--- src/shared/ebcs_pkg.sv ---
// constants shared by the external bus chip select configuration block
package ebcs_pkg;
  // ==========================================================================
  // register map (byte offsets within the block)
  localparam logic [31:0] BASE_ADDR      = 32'hFFFFFF60;
  localparam logic [7:0]  OFS_ROUTING    = 8'h00;
  localparam logic [7:0]  OFS_PAD_CFG    = 8'h04;
  localparam logic [7:0]  OFS_SMC_LO     = 8'h10;
  localparam logic [7:0]  OFS_SMC_HI     = 8'h2C;
  localparam logic [7:0]  OFS_DRAM_LO    = 8'h30;
  localparam logic [7:0]  OFS_DRAM_HI    = 8'h5C;
  localparam logic [7:0]  OFS_BFC        = 8'h60;
  // ==========================================================================
  // field positions
  localparam int          BIT_SEL0_ROUTE = 0;
  localparam int          BIT_SEL1_ROUTE = 1;
  localparam int          BIT_SEL3_NAND  = 3;
  localparam int          BIT_SEL4_CARD  = 4;
  localparam int          BIT_PULLUP_DIS = 0;
  localparam logic [31:0] ROUTING_MASK   = 32'h0000001B;
  localparam logic [31:0] PAD_CFG_MASK   = 32'h00000001;
  // ==========================================================================
  // reset values
  localparam logic [31:0] ROUTING_RESET  = 32'h00000000;
  localparam logic [31:0] PAD_CFG_RESET  = 32'h00000000;
  // select-0 boot setup handed to the static controller
  localparam logic        BOOT_BUS16     = 1'b1;
  localparam logic        BOOT_BYTE_SEL  = 1'b1;
  localparam logic        BOOT_RW_BY_CS  = 1'b1;
  // ==========================================================================
  // select-3 address space, top nibble of the transfer address
  localparam logic [3:0]  NAND_SPACE_TOP = 4'h4;
  // card address bits
  localparam int          CARD_IO_BIT    = 23;
  localparam int          CARD_REG_BIT   = 22;
  // external bus sizes
  localparam int          NUM_SEL        = 8;
  localparam int          ADDR_W         = 23;
  localparam int          DATA_W         = 16;
  localparam int          SYNC_W         = 1;
endpackage : ebcs_pkg
--- src/rtl/ebcs_pin_filter.sv ---
// three-stage input filter for pins arriving from outside the clock domain
`timescale 1ns/1ns
module ebcs_pin_filter #(
  parameter int W = 1
) (
  input  wire logic         CLK_IN,   // system clock
  input  wire logic         RST_IN,   // sync reset, active high
  input  wire logic [W-1:0] PIN_IN,   // raw pin level
  output logic      [W-1:0] LEVEL_OUT // filtered level
);
  logic [W-1:0] s1_q;
  logic [W-1:0] s2_q;
  logic [W-1:0] s3_q;

  // ==========================================================================
  // synchroniser chain; s1 is only read by s2
  always_ff @(posedge CLK_IN) begin
    if (RST_IN) begin
      s1_q <= '0;
      s2_q <= '0;
      s3_q <= '0;
    end else begin
      s1_q <= PIN_IN;
      s2_q <= s1_q;
      s3_q <= s2_q;
    end
  end

  // ==========================================================================
  // a change counts once the last two stages agree
  always_ff @(posedge CLK_IN) begin
    if (RST_IN) begin
      LEVEL_OUT <= '0;
    end else begin
      for (int i = 0; i < W; i++) begin
        if (s2_q[i] == s3_q[i]) begin
          LEVEL_OUT[i] <= s3_q[i];
        end
      end
    end
  end
endmodule : ebcs_pin_filter

--- src/rtl/ebcs_top.sv ---
// external bus chip select routing, pad configuration and register forwarding
//
// How it works
// - select 0 from static or burst flash
// - select 1 from static or DRAM
// - select 3 bit enables NAND logic
// - select 4 bit enables card logic
// - pull-up bit low enables data pull-ups
// - two registers at 0x00, 0x04, reset zero
// - forward offset windows to sub-controllers
// - select 0 boots byte-select, 16-bit, CS-qualified
// - A23 picks I/O space, A22 register select
// - eight selects, 23-bit address, 16-bit data
// - shared pins follow width and access type
// - card mode: selects 4-6 carry card signals
// - NAND strobes replace burst flash pins
// - NAND strobes only inside select-3 space
//
// Implementation choice: the Avalon-MM slave port.
`timescale 1ns/1ns
module ebcs_top (
  input  wire logic        CLK_IN,               // system clock, 10 MHz
  input  wire logic        RST_IN,               // sync reset, active high
  // avalon-mm slave
  input  wire logic [7:0]  AVS_ADDRESS_IN,       // byte offset in block
  input  wire logic        AVS_READ_IN,          // read request
  input  wire logic        AVS_WRITE_IN,         // write request
  input  wire logic [31:0] AVS_WRITEDATA_IN,     // write data
  input  wire logic [3:0]  AVS_BYTEENABLE_IN,    // byte lanes
  output logic      [31:0] AVS_READDATA_OUT,     // read data
  output logic             AVS_WAITREQUEST_OUT,  // stall
  // forwarded register port, shared by the three sub-controllers
  output logic      [7:0]  FWD_ADDRESS_OUT,      // offset, held from request
  output logic      [31:0] FWD_WRITEDATA_OUT,    // write data
  output logic      [3:0]  FWD_BYTEENABLE_OUT,   // byte lanes
  output logic             FWD_WRITE_OUT,        // write strobe
  output logic             FWD_READ_OUT,         // read strobe
  output logic             FWD_SEL_SMC_OUT,      // static controller window
  output logic             FWD_SEL_DRAM_OUT,     // DRAM controller window
  output logic             FWD_SEL_BFC_OUT,      // burst flash window
  input  wire logic [31:0] SMC_READDATA_IN,      // static ctrl read data
  input  wire logic        SMC_WAITREQUEST_IN,   // static ctrl stall
  input  wire logic [31:0] DRAM_READDATA_IN,     // DRAM ctrl read data
  input  wire logic        DRAM_WAITREQUEST_IN,  // DRAM ctrl stall
  input  wire logic [31:0] BFC_READDATA_IN,      // burst ctrl read data
  input  wire logic        BFC_WAITREQUEST_IN,   // burst ctrl stall
  // select-0 boot setup to the static controller
  output logic             BOOT_BUS16_OUT,       // 16-bit data bus
  output logic             BOOT_BYTE_SEL_OUT,    // byte-select access
  output logic             BOOT_RW_BY_CS_OUT,    // strobes qualified by CS
  // static controller side
  input  wire logic [7:0]  SMC_CS_N_IN,          // selects, active low
  input  wire logic [22:0] SMC_ADDR_IN,          // external address
  input  wire logic [31:0] SMC_XFER_ADDR_IN,     // internal transfer address
  input  wire logic        SMC_RD_N_IN,          // read strobe, active low
  input  wire logic        SMC_WE_N_IN,          // write strobe, active low
  input  wire logic        SMC_LO_BYTE_IN,       // lower byte accessed
  input  wire logic        SMC_HI_BYTE_IN,       // upper byte accessed
  input  wire logic        SMC_BUS16_IN,         // current select is 16-bit
  input  wire logic        SMC_BYTE_SEL_IN,      // current select byte-select
  // other controllers
  input  wire logic        BFC_CS_N_IN,          // burst flash select
  input  wire logic        BFC_ADDR_ADV_N_IN,    // burst address advance
  output logic             BFC_READY_OUT,        // filtered ready to burst ctrl
  input  wire logic        DRAM_CS_N_IN,         // DRAM select
  // external pins
  output logic      [7:0]  CHIP_SELECT_LINES_N_OUT, // select pins
  output logic      [22:0] ADDR_OUT,             // address pins
  output logic             ADDR0_LOWER_BYTE_N_OUT,  // A0 or lower byte
  output logic             WRITE0_WRITE_STROBE_N_OUT, // write0 or write
  output logic             WRITE1_UPPER_BYTE_N_OUT,   // write1 or upper byte
  output logic             READ_N_OUT,           // read strobe pin
  output logic      [15:0] DATA_PULLUP_EN_OUT,   // pull-up per data line
  input  wire logic        READY_PAD_IN,         // ready/read pad level
  output logic             READY_PAD_OUT,        // ready/read pad drive
  output logic             READY_PAD_OE_OUT,     // ready/read pad enable
  output logic             ADV_PAD_N_OUT,        // advance/write pad
  output logic             CARD_DIRECTION_OUT,   // card buffer dir, 1 = read
  output logic             CARD_IO_SPACE_OUT,    // card I/O space
  output logic             CARD_REG_SEL_N_OUT    // card attribute select
);

  typedef enum logic [2:0] {
    ST_IDLE = 3'b001,
    ST_WAIT = 3'b010,
    ST_ACK  = 3'b100
  } ebcs_state_t;

  typedef enum logic [2:0] {
    TG_LOCAL = 3'b001,
    TG_SMC   = 3'b010,
    TG_DRAM  = 3'b011,
    TG_BFC   = 3'b100
  } ebcs_target_t;

  ebcs_state_t  state_q;
  ebcs_state_t  state_d;
  ebcs_target_t target_q;
  ebcs_target_t req_target;
  logic [31:0]  routing_q;
  logic [31:0]  pad_cfg_q;
  logic [31:0]  rdata_q;
  logic [7:0]   addr_q;
  logic [31:0]  wdata_q;
  logic [3:0]   be_q;
  logic         wr_q;
  logic         req;
  logic         sub_wait;
  logic [31:0]  sub_rdata;
  logic         sel0_bfc;
  logic         sel1_dram;
  logic         nand_en;
  logic         card_en;
  logic         nand_window;
  logic         nand_rd_n;
  logic         nand_wr_n;
  logic         card_sel;
  logic         ready_lvl;

  // ==========================================================================
  // helpers
  function automatic ebcs_target_t decode(input logic [7:0] ofs);
    if (ofs >= ebcs_pkg::OFS_SMC_LO && ofs <= ebcs_pkg::OFS_SMC_HI) begin
      decode = TG_SMC;
    end else if (ofs >= ebcs_pkg::OFS_DRAM_LO && ofs <= ebcs_pkg::OFS_DRAM_HI) begin
      decode = TG_DRAM;
    end else if (ofs == ebcs_pkg::OFS_BFC) begin
      decode = TG_BFC;
    end else begin
      decode = TG_LOCAL;
    end
  endfunction : decode

  function automatic logic [31:0] lane_write(input logic [31:0] old,
                                             input logic [31:0] wd,
                                             input logic [3:0]  be,
                                             input logic [31:0] mask);
    logic [31:0] m;
    m = {{8{be[3]}}, {8{be[2]}}, {8{be[1]}}, {8{be[0]}}} & mask;
    lane_write = (old & ~m) | (wd & m);
  endfunction : lane_write

  function automatic logic [31:0] local_read(input logic [7:0] ofs,
                                             input logic [31:0] rt,
                                             input logic [31:0] pc);
    if (ofs == ebcs_pkg::OFS_ROUTING) begin
      local_read = rt & ebcs_pkg::ROUTING_MASK;
    end else if (ofs == ebcs_pkg::OFS_PAD_CFG) begin
      local_read = pc & ebcs_pkg::PAD_CFG_MASK;
    end else begin
      local_read = 32'h00000000;
    end
  endfunction : local_read

  // ==========================================================================
  // bus slave state machine
  assign req        = AVS_READ_IN | AVS_WRITE_IN;
  assign req_target = decode(AVS_ADDRESS_IN);

  always_comb begin
    case (target_q)
      TG_SMC: begin
        sub_wait  = SMC_WAITREQUEST_IN;
        sub_rdata = SMC_READDATA_IN;
      end
      TG_DRAM: begin
        sub_wait  = DRAM_WAITREQUEST_IN;
        sub_rdata = DRAM_READDATA_IN;
      end
      TG_BFC: begin
        sub_wait  = BFC_WAITREQUEST_IN;
        sub_rdata = BFC_READDATA_IN;
      end
      default: begin
        sub_wait  = 1'b0;
        sub_rdata = 32'h00000000;
      end
    endcase
  end

  always_comb begin
    state_d = state_q;
    case (state_q)
      ST_IDLE: begin
        if (req && req_target == TG_LOCAL) begin
          state_d = ST_ACK;
        end else if (req) begin
          state_d = ST_WAIT;
        end
      end
      ST_WAIT: begin
        if (!sub_wait) begin
          state_d = ST_ACK;
        end
      end
      ST_ACK: begin
        state_d = ST_IDLE;
      end
      default: begin
        state_d = ST_IDLE;
      end
    endcase
  end

  always_ff @(posedge CLK_IN) begin
    if (RST_IN) begin
      state_q <= ST_IDLE;
    end else begin
      state_q <= state_d;
    end
  end

  // request captured once; master holds it until the answer anyway
  always_ff @(posedge CLK_IN) begin
    if (RST_IN) begin
      target_q <= TG_LOCAL;
      addr_q   <= 8'h00;
      wdata_q  <= 32'h00000000;
      be_q     <= 4'h0;
      wr_q     <= 1'b0;
    end else if (state_q == ST_IDLE && req) begin
      target_q <= req_target;
      addr_q   <= AVS_ADDRESS_IN;
      wdata_q  <= AVS_WRITEDATA_IN;
      be_q     <= AVS_BYTEENABLE_IN;
      wr_q     <= AVS_WRITE_IN;
    end
  end

  always_ff @(posedge CLK_IN) begin
    if (RST_IN) begin
      rdata_q <= 32'h00000000;
    end else if (state_q == ST_IDLE && req && req_target == TG_LOCAL) begin
      rdata_q <= AVS_READ_IN ? local_read(AVS_ADDRESS_IN, routing_q, pad_cfg_q) : 32'h00000000;
    end else if (state_q == ST_WAIT && !sub_wait) begin
      rdata_q <= wr_q ? 32'h00000000 : sub_rdata;
    end
  end

  assign AVS_WAITREQUEST_OUT = (state_q != ST_ACK);
  assign AVS_READDATA_OUT    = rdata_q;

  // forwarded strobes stand only while waiting on the sub-controller
  assign FWD_ADDRESS_OUT    = addr_q;
  assign FWD_WRITEDATA_OUT  = wdata_q;
  assign FWD_BYTEENABLE_OUT = be_q;
  assign FWD_WRITE_OUT      = (state_q == ST_WAIT) & wr_q;
  assign FWD_READ_OUT       = (state_q == ST_WAIT) & ~wr_q;
  assign FWD_SEL_SMC_OUT    = (state_q == ST_WAIT) & (target_q == TG_SMC);
  assign FWD_SEL_DRAM_OUT   = (state_q == ST_WAIT) & (target_q == TG_DRAM);
  assign FWD_SEL_BFC_OUT    = (state_q == ST_WAIT) & (target_q == TG_BFC);

  // ==========================================================================
  // local registers, written on the edge that completes the access
  always_ff @(posedge CLK_IN) begin
    if (RST_IN) begin
      routing_q <= ebcs_pkg::ROUTING_RESET;
    end else if (state_q == ST_ACK && wr_q && target_q == TG_LOCAL && addr_q == ebcs_pkg::OFS_ROUTING) begin
      routing_q <= lane_write(routing_q, wdata_q, be_q, ebcs_pkg::ROUTING_MASK);
    end
  end

  always_ff @(posedge CLK_IN) begin
    if (RST_IN) begin
      pad_cfg_q <= ebcs_pkg::PAD_CFG_RESET;
    end else if (state_q == ST_ACK && wr_q && target_q == TG_LOCAL && addr_q == ebcs_pkg::OFS_PAD_CFG) begin
      pad_cfg_q <= lane_write(pad_cfg_q, wdata_q, be_q, ebcs_pkg::PAD_CFG_MASK);
    end
  end

  assign sel0_bfc  = routing_q[ebcs_pkg::BIT_SEL0_ROUTE];
  assign sel1_dram = routing_q[ebcs_pkg::BIT_SEL1_ROUTE];
  assign nand_en   = routing_q[ebcs_pkg::BIT_SEL3_NAND];
  assign card_en   = routing_q[ebcs_pkg::BIT_SEL4_CARD];

  // ==========================================================================
  // boot setup; constant so select 0 works before software runs
  always_ff @(posedge CLK_IN) begin
    if (RST_IN) begin
      BOOT_BUS16_OUT    <= ebcs_pkg::BOOT_BUS16;
      BOOT_BYTE_SEL_OUT <= ebcs_pkg::BOOT_BYTE_SEL;
      BOOT_RW_BY_CS_OUT <= ebcs_pkg::BOOT_RW_BY_CS;
    end else begin
      BOOT_BUS16_OUT    <= ebcs_pkg::BOOT_BUS16;
      BOOT_BYTE_SEL_OUT <= ebcs_pkg::BOOT_BYTE_SEL;
      BOOT_RW_BY_CS_OUT <= ebcs_pkg::BOOT_RW_BY_CS;
    end
  end

  // ==========================================================================
  // pad pull-ups
  assign DATA_PULLUP_EN_OUT = {ebcs_pkg::DATA_W{~pad_cfg_q[ebcs_pkg::BIT_PULLUP_DIS]}};

  // ==========================================================================
  // chip select routing
  assign card_sel = ~SMC_CS_N_IN[4];

  always_comb begin
    CHIP_SELECT_LINES_N_OUT    = SMC_CS_N_IN;
    CHIP_SELECT_LINES_N_OUT[0] = sel0_bfc ? BFC_CS_N_IN : SMC_CS_N_IN[0];
    CHIP_SELECT_LINES_N_OUT[1] = sel1_dram ? DRAM_CS_N_IN : SMC_CS_N_IN[1];
    if (card_en) begin
      // card chip select has the same timing as select 4
      CHIP_SELECT_LINES_N_OUT[4] = SMC_CS_N_IN[4];
      CHIP_SELECT_LINES_N_OUT[5] = ~(card_sel & SMC_LO_BYTE_IN);
      CHIP_SELECT_LINES_N_OUT[6] = ~(card_sel & SMC_HI_BYTE_IN);
    end
  end

  // ==========================================================================
  // card address decode; only meaningful while the card is selected
  assign CARD_IO_SPACE_OUT  = card_en & SMC_XFER_ADDR_IN[ebcs_pkg::CARD_IO_BIT];
  assign CARD_REG_SEL_N_OUT = ~(card_en & SMC_XFER_ADDR_IN[ebcs_pkg::CARD_REG_BIT]);
  assign CARD_DIRECTION_OUT = card_en & card_sel & SMC_WE_N_IN;

  // ==========================================================================
  // shared address and strobe pins
  assign ADDR_OUT   = SMC_ADDR_IN;
  assign READ_N_OUT = SMC_RD_N_IN;

  always_comb begin
    ADDR0_LOWER_BYTE_N_OUT = SMC_BUS16_IN ? ~SMC_LO_BYTE_IN : SMC_ADDR_IN[0];
    if (SMC_BYTE_SEL_IN) begin
      WRITE0_WRITE_STROBE_N_OUT = SMC_WE_N_IN;
      WRITE1_UPPER_BYTE_N_OUT   = ~SMC_HI_BYTE_IN;
    end else begin
      WRITE0_WRITE_STROBE_N_OUT = SMC_WE_N_IN | ~SMC_LO_BYTE_IN;
      WRITE1_UPPER_BYTE_N_OUT   = SMC_WE_N_IN | ~SMC_HI_BYTE_IN;
    end
  end

  // ==========================================================================
  // NAND strobes share the burst flash ready and advance pads;
  // burst flash loses ready while NAND mode is on
  assign nand_window = ~SMC_CS_N_IN[3] & (SMC_XFER_ADDR_IN[31:28] == ebcs_pkg::NAND_SPACE_TOP);
  assign nand_rd_n   = ~(nand_en & nand_window & ~SMC_RD_N_IN);
  assign nand_wr_n   = ~(nand_en & nand_window & ~SMC_WE_N_IN);

  assign READY_PAD_OE_OUT = nand_en;
  assign READY_PAD_OUT    = nand_en ? nand_rd_n : 1'b1;
  assign ADV_PAD_N_OUT    = nand_en ? nand_wr_n : BFC_ADDR_ADV_N_IN;

  ebcs_pin_filter #(
    .W (ebcs_pkg::SYNC_W)
  ) u_ready_filter (
    .CLK_IN    (CLK_IN),
    .RST_IN    (RST_IN),
    .PIN_IN    (READY_PAD_IN),
    .LEVEL_OUT (ready_lvl)
  );

  assign BFC_READY_OUT = ready_lvl & ~nand_en;
endmodule : ebcs_top

--- config.mk ---
export PLATFORM = sky130hd
export DESIGN_NAME = ebcs_top
export DESIGN_NICKNAME = d
export VERILOG_FILES = /design/src/shared/ebcs_pkg.sv /design/src/rtl/ebcs_pin_filter.sv /design/src/rtl/ebcs_top.sv
export SDC_FILE = /design/constraint.sdc
export NUM_CORES = 1
export LEC_CHECK = 0
export BUFFER_PORTS_ARGS = -buffer_cell sky130_fd_sc_hd__buf_2
export CAP_MARGIN = 20
export CORE_MARGIN = 2
export CORE_UTILIZATION = 25
export DETAILED_ROUTE_END_ITERATION = 7
export PLACE_DENSITY_LB_ADDON = 0.3
export SLEW_MARGIN = 5
export SYNTH_ARGS = -nofsm -noshare
export SYNTH_HDL_FRONTEND = slang
export SYNTH_HIERARCHICAL = 1
export SYNTH_SLANG_ARGS = --single-unit
--- constraint.sdc ---
create_clock -name CLK_IN -period 2.42 [get_ports CLK_IN]
set_input_delay 0.605 -clock CLK_IN [delete_from_list [all_inputs] [get_ports CLK_IN]]
set_output_delay 0.605 -clock CLK_IN [all_outputs]
set_load 0.01 [all_outputs]
==> summary.md, run 1 <==
| Metric | Value |
|---|---|
| Critical path class | `in2out` |
| Clock Root Buffer | `clkbuf_16` |
| Pwr Density | `618.5 nW/µm²` |
| WL per Instance | `15.88 µm` |
| Total Routing Usage GR | `15.70%` |
| Area Overhead vs Synth | `34.29%` |
| Total gr overflow | `0` |
| Fmax | `400.2 MHz` |
| Vias | `4789` |
| Clock Path Buffers | `2` |
| Post-CTS Setup Inserts | `0` |
| Worst Path Arrival | `1.89 ns` |
| CP startpoint kind | `input pin` |
| Clock sinks | `92` |
| DR WL met3 | `1453 µm` |
| Slowest stage delay, CP | `0.51 ns` |
| First-pass GRT wire length | `24790 µm` |
| Final Power | `3.940 mW` |
| Synth async-reset ratio | `0%` |
| CTS tree | `built` |
| DRC viols | `0` |
| DRT iter0 DRCs | `150` |
| Unique cell type count in the Yosys netlist | `53` |
| Hpwl dp | `12210 µm` |
| Post-synth EDFFs | `0` |
| Final hold violation count | `0` |
| # IOs | `363` |
| Clk slew on worst S/H paths | `0.07 ns` |
| Critical Path Fanout Max | `2` |
| Met2 WL post-DR | `7641 µm` |
| Max stage delay cell, worst path | `or4b_1` |
| Slew HR | `63.19%` |
| Max layer used | `met5` |
| Synth Instances | `562` |
| Peak VDD IR | `0.3284 mV` |
| Sequential fraction of the synthesis area | `38.83%` |
| Final ANT Viol Nets | `0` |
| Insertion delay to the later sink of the worst-skew pair | `0.34 ns` |
| Mapped Avg Cell Area | `8.440 µm²` |
| Layout cells sized above 1 | `45.20%` |
| WL met1 | `7024 µm` |
| Main synth FF type | `dfxtp_1` |
| Port Buffers | `285` |
| Synth warnings | `6` |
| Synthesized area | `4743 µm²` |
| Num CTS Buffers | `9` |
| RSZ-0062 raised after global routing | `yes` |
| Final setup fails | `2` |
| Failing checks | `setup timing` |
| Layout Nets | `1007` |
| Crit-path cells | `buf_6 -> or4b_1 -> or3_4 -> or2_1 -> buf_2` |
| Final GP Congestion | `0.7390` |
| Slew @ Worst Pin | `0.5485 ns` |
| Cts hold-fix bufs | `0` |
| H-tree depth | `3` |
| Number of synthesized register bits | `92` |
| Clock period minus worst slack | `2.499 ns` |
| Status | `complete, but fails checks` |
| Hold WC Path Type | `reg2reg` |
| R2r setup slk | `0.52 ns` |
| Die Y-Extent | `141.7 µm` |
| Final setup TNS | `-0.1065 ns` |
| Final wirelength | `16310 µm` |
| # fillers | `2008` |
| Leak Pwr | `2.798 nW` |
| Max cap viols | `0` |
| DR pass1 iterations | `5` |
| Site Rows | `50` |
| Crit end category | `primary output` |
| Initial antenna violation count | `4` |
| Via/cell ratio | `4.663` |
| Initial cell density of the core | `25.44%` |
| Vias in the first global route | `4535` |
| Period utilization | `103.3%` |
| Worst Setup Slack, final | `-0.07883 ns` |
| CP Data Required Time | `1.81 ns` |
| Core Box Area | `18640 µm²` |
| Largest net degree at the start of global routing | `53` |
| Pre-CTS setup slack | `-0.09509 ns` |
| Worst setup skew after layout | `0.005063 ns` |
| Die Area | `20090 µm²` |
| Die W | `141.7 µm` |
| Final count of pins violating max slew | `0` |
==> critical path, delay by kind of cell <==
family | cells | cell delay (ns)
AND/OR/NAND/NOR | 3 | 1.07
buffers and inverters | 2 | 0.23
==> through the flow <==
step / std cells / instance area (µm²) / hold slack (ns) / utilization, %
finish: 1027 / 6370 / 0.4423 / 34.17
global placement: 1010 / 6066 / 0.4206 / 32.54
floorplan: 564 / 4751 / 0.4138 / -
global route: 1026 / 6367 / 0.4697 / 34.15
CTS: 1026 / 6367 / 0.4501 / 34.15
detailed placement: 1010 / 6066 / 0.4374 / 32.54
==> cells in the final DEF (no fill, tap or decap), types with 5 or more instances in the layout <==
cell type	instances
mux2i_1	6
a22oi_1	41
buf_4	15
inv_1	9
nor2_2	11
clkbuf_16	9
nor3b_1	6
o2bb2ai_1	29
and2_1	5
nand2_1	96
nor2_1	35
a22oi_2	20
o21ai_0	6
a2bb2oi_1	5
a21oi_1	52
dfxtp_1	92
buf_2	284
==> flip-flops by register name (all words and copies together) (netlist names), named ones only <==
register,flops
u_ready_filter/s3_q,1
u_ready_filter/s1_q,1
wr_q,1
u_ready_filter/LEVEL_OUT,1
FWD_WRITEDATA_OUT,32
FWD_BYTEENABLE_OUT,4
u_ready_filter/s2_q,1
state_q,3
target_q,3
AVS_READDATA_OUT,32
FWD_ADDRESS_OUT,8
==> kinds of logic after synthesis <==
kind of cell,share of synthesized area (%)
AND/OR/NAND/NOR,18.47
AO/OA/AOI/OAI,27.72
buffers and inverters,12.98
flip-flops,38.83
multiplexers,1.741
XOR/XNOR,0.1847
other,0.07906
==> path summary, 6_finish.rpt <==
kind	startpoint	end	depth (start not counted)
worst max register to register	target_q[1]	AVS_READDATA_OUT[0]	6
worst min-delay path	u_ready_filter/s1_q	u_ready_filter/s2_q	1
worst max-delay path	SMC_XFER_ADDR_IN[28]	READY_PAD_OUT	5
worst min register to register	u_ready_filter/s1_q	u_ready_filter/s2_q	1
==> routing by layer <==
metal | track usage (%) | vias to the layer above
met2 | 26.75 | 194
li1 | - | 2392
met4 | 3.211 | 4
met1 | 19.24 | 2175
met3 | 5.467 | 24
met5 | 0 | -
==> synth_stat cells (6+ instances only) <==
master	instances	area, µm²
nand2_1	96	360.4
dfxtp_1	92	1842
a21oi_1	52	260.3
buf_4	49	367.9
a22oi_1	41	307.8
nor2_1	35	131.4
o2bb2ai_1	29	254.0
clkbuf_1	21	78.83
a22oi_2	20	250.2
buf_2	14	70.07
nor2_2	11	68.82
inv_1	9	33.78
mux2i_1	6	60.06
nor2b_1	6	37.54
nor3b_1	6	45.04
o21ai_0	6	30.03
==> report_power, final <==
group	internal, mW	switching [mW]
Sequential	1.62	0.0637
Clock	0.781	0.627
Combinational	0.357	0.494
==> final cells by class <==
class / instances / area, µm² / share of cell area [%]
clock inverter: 3 / 20.02 / 0.3143
inverter: 9 / 33.78 / 0.5303
tap: 234 / 292.8 / 4.596
antenna: 1 / 2.502 / 0.03929
timing repair buffer: 303 / 1605 / 25.20
sequential: 92 / 1842 / 28.91
clock buffer: 13 / 270.3 / 4.243
multi-input combinational: 372 / 2303 / 36.16
==> repair_timing <==
item / in CTS / in global routing
hold endpoints to repair: 0 / 0
pin swaps: 1 / 0
endpoints found under the setup margin: 2 / 2
gates resized for setup: 2 / 0
No activity file was read; power rests on OpenSTA's default activity.
==> run 2: changes to the inputs <==
--- a/config.mk
+++ b/config.mk
@@ -9,8 +9,10 @@
 export CAP_MARGIN = 20
 export CORE_MARGIN = 2
 export CORE_UTILIZATION = 25
+export CTS_CLUSTER_SIZE = 12
 export DETAILED_ROUTE_END_ITERATION = 7
 export PLACE_DENSITY_LB_ADDON = 0.3
+export SETUP_SLACK_MARGIN = 0.3
 export SLEW_MARGIN = 5
 export SYNTH_ARGS = -nofsm -noshare
 export SYNTH_HDL_FRONTEND = slang
==> run 2 against run 1 <==
Compared with the run above: the run still ends with setup timing left; utilization up 0.54 points; via count increased by 1.3%; clock skew is 0.00069 ns higher; fmax decreased by 0.48%; combinational power grew 2.3%; wire length is 2.9% higher; first-iteration DRC count up 7.3%; critical path type unchanged; critical endpoint unchanged.
==> summary.md, run 2 (synthesis results as in run 1) <==
| Metric | Value |
|---|---|
| Status | `complete, but fails checks (unchanged)` |
| Failing checks | `setup timing (unchanged)` |
| Vias in the first global route | `4645 (was 4535)` |
| Clk slew on worst S/H paths | `0.07 ns (about the same)` |
| Final hold violation count | `0 (unchanged)` |
| Clock Root Buffer | `clkbuf_16 (unchanged)` |
| Clock period minus worst slack | `2.511 ns (was 2.499 ns)` |
| Final Power | `4.110 mW (was 3.940 mW)` |
| Clock sinks | `92 (unchanged)` |
| Net switching power | `1.212 mW (was 1.185 mW)` |
| Logic pwr share | `21.2% (was 21.6%)` |
| Core Box Area | `18640 µm² (unchanged)` |
| RSZ-0062 raised after global routing | `yes (unchanged)` |
| Initial cell density of the core | `25.44% (unchanged)` |
| DRC viols | `0 (unchanged)` |
| Final GP Congestion | `0.7170 (was 0.7390)` |
| CP startpoint kind | `input pin (unchanged)` |
| # IOs | `363 (unchanged)` |
| Vias | `4850 (was 4789)` |
| Layout cells sized above 1 | `46.15% (was 45.20%)` |
| First-pass GRT wire length | `25330 µm (was 24790 µm)` |
| Crit-path cells | `buf_6 -> or4b_1 -> or3_4 -> or2_1 -> buf_2 (unchanged)` |
| Insertion delay to the later sink of the worst-skew pair | `0.34 ns (about the same)` |
| Internal | `2.898 mW (was 2.755 mW)` |
| Max stage delay cell, worst path | `or4b_1 (unchanged)` |
| CTS tree | `built (unchanged)` |
| Die Area | `20090 µm² (unchanged)` |
| Via/cell ratio | `4.709 (was 4.663)` |
| Leak Pwr | `2.835 nW (was 2.798 nW)` |
| Top delay family on crit path | `simple AND/OR/NAND/NOR gates (unchanged)` |
| Hpwl dp | `12660 µm (was 12210 µm)` |
| Fmax | `398.3 MHz (was 400.2 MHz)` |
| H-tree depth | `3 (unchanged)` |
| Critical Path Fanout Max | `2 (unchanged)` |
| Slew HR | `61.68% (was 63.19%)` |
| Final ANT Viol Nets | `0 (unchanged)` |
| DR pass1 iterations | `5 (unchanged)` |
| Worst Path Arrival | `1.91 ns (was 1.89 ns)` |
| Sequential Power Share | `40.9% (was 42.6%)` |
| Most frequent cells in the layout | `buf_2 (284), nand2_1 (95), dfxtp_1 (90) (was buf_2 (284), nand2_1 (96), dfxtp_1 (92))` |
| Slew @ Worst Pin | `0.5723 ns (was 0.5485 ns)` |
| Site Rows | `50 (unchanged)` |
| Inst Count DP | `1010 (unchanged)` |
| Period utilization | `103.8% (was 103.3%)` |
| Slowest stage delay, CP | `0.52 ns (was 0.51 ns)` |
| Total gr overflow | `0 (unchanged)` |
| Hold WC Path Type | `reg2reg (unchanged)` |
| Crit end category | `primary output (unchanged)` |
| WL per Instance | `16.30 µm (was 15.88 µm)` |
| DRT iter0 DRCs | `161 (was 150)` |
| Initial antenna violation count | `3 (was 4)` |
| Area Overhead vs Synth | `36.43% (was 34.29%)` |
| Final count of pins violating max slew | `0 (unchanged)` |
| Clock Path Buffers | `2 (unchanged)` |
| Final setup fails | `2 (unchanged)` |
| Critical path class | `in2out (unchanged)` |
| Total Routing Usage GR | `16.18% (was 15.70%)` |
| Worst Setup Slack, final | `-0.09078 ns (was -0.07883 ns)` |
| Layout Nets | `1008 (was 1007)` |
| Die W | `141.7 µm (unchanged)` |
| Port Buffers | `285 (unchanged)` |
| Final cell count without fillers | `1030 (was 1027)` |
| Commonest non-fill, non-tap cell in the layout | `buf_2 (unchanged)` |
| Pwr Density | `635.2 nW/µm² (was 618.5 nW/µm²)` |
| Clock power share | `37.9% (was 35.8%)` |
| Final wirelength | `16790 µm (was 16310 µm)` |
| Buf/Inv on CP | `2 (unchanged)` |
| Max cap viols | `0 (unchanged)` |
| Switch share | `29.49% (was 30.08%)` |
| Num CTS Buffers | `9 (unchanged)` |
| Peak VDD IR | `0.2965 mV (was 0.3284 mV)` |
| Worst setup skew after layout | `0.005753 ns (was 0.005063 ns)` |
| Largest net degree at the start of global routing | `49 (was 53)` |
| Die Y-Extent | `141.7 µm (unchanged)` |
| CP Data Required Time | `1.81 ns (about the same)` |
## run 2: final timing paths
check	start	endpoint	slack [ns]	cells past startpoint
worst max-delay path	SMC_XFER_ADDR_IN[28]	READY_PAD_OUT	-0.09	5
worst min-delay path	FWD_BYTEENABLE_OUT[3]	FWD_BYTEENABLE_OUT[3]	0.45	2
worst max register to register	target_q[0]	AVS_READDATA_OUT[9]	0.52	7
worst min register to register	FWD_BYTEENABLE_OUT[3]	FWD_BYTEENABLE_OUT[3]	0.45	2
## run 2: power by group through the flow
stage / Sequential (mW) / Combinational [mW] / Clock [mW]
floorplan: 1.75 / 0.482 / 0
global placement: 1.71 / 0.879 / 0
detailed placement: 1.71 / 0.880 / 0
CTS: 1.68 / 0.885 / 1.62
global route: 1.70 / 0.971 / 1.69
finish: 1.68 / 0.872 / 1.56
## run 2: final cells by class
type	count	area (µm²)
multi-input cells	372	2323
well taps	234	292.8
diodes	3	7.507
clock buffers	9	225.2
repair buffers	304	1645
inverters	9	33.78
fillers	2011	12170
clock inverters	7	98.84
flip-flops and latches	92	1844
## run 2: routing by layer
layer  share of wire, %  GRT usage [%]  up-vias
met5              0.042              0        -
met4                1.5          5.211        2
met3                8.8          4.860       24
met2                 47          27.08      217
met1                 43          19.95     2206
li1                   -              -     2401
## run 2: worst min-delay path, stage by stage (launching register included)
cell,delay (ns)
dfxtp_1,0.31
nand2_1,0.05
a21oi_1,0.05
## run 2: repair_timing
| action | in CTS | in global routing |
|---|---|---|
| setup buffers | 1 | 0 |
| pin swaps | 1 | 0 |
| setup endpoints to repair | 6 | 36 |
| hold buffers | 0 | 0 |
| resized for setup | 4 | 7 |
## run 2: per-stage QoR
step | worst slack, ns | setup TNS, ns | util, % | hold WS (ns) | area [µm²]
2_1_floorplan | 0.1541 | 0 | - | 0.4138 | 4751
3_3_place_gp | -0.05473 | -0.06648 | 32.68 | 0.4386 | 6093
3_5_place_dp | -0.05756 | -0.06219 | 32.68 | 0.4292 | 6093
4_1_cts | -0.05990 | -0.08642 | 34.54 | 0.4531 | 6440
5_1_grt | -0.1312 | -0.2157 | 34.67 | 0.4683 | 6464
6_report | -0.09078 | -0.1506 | 34.71 | 0.4497 | 6471
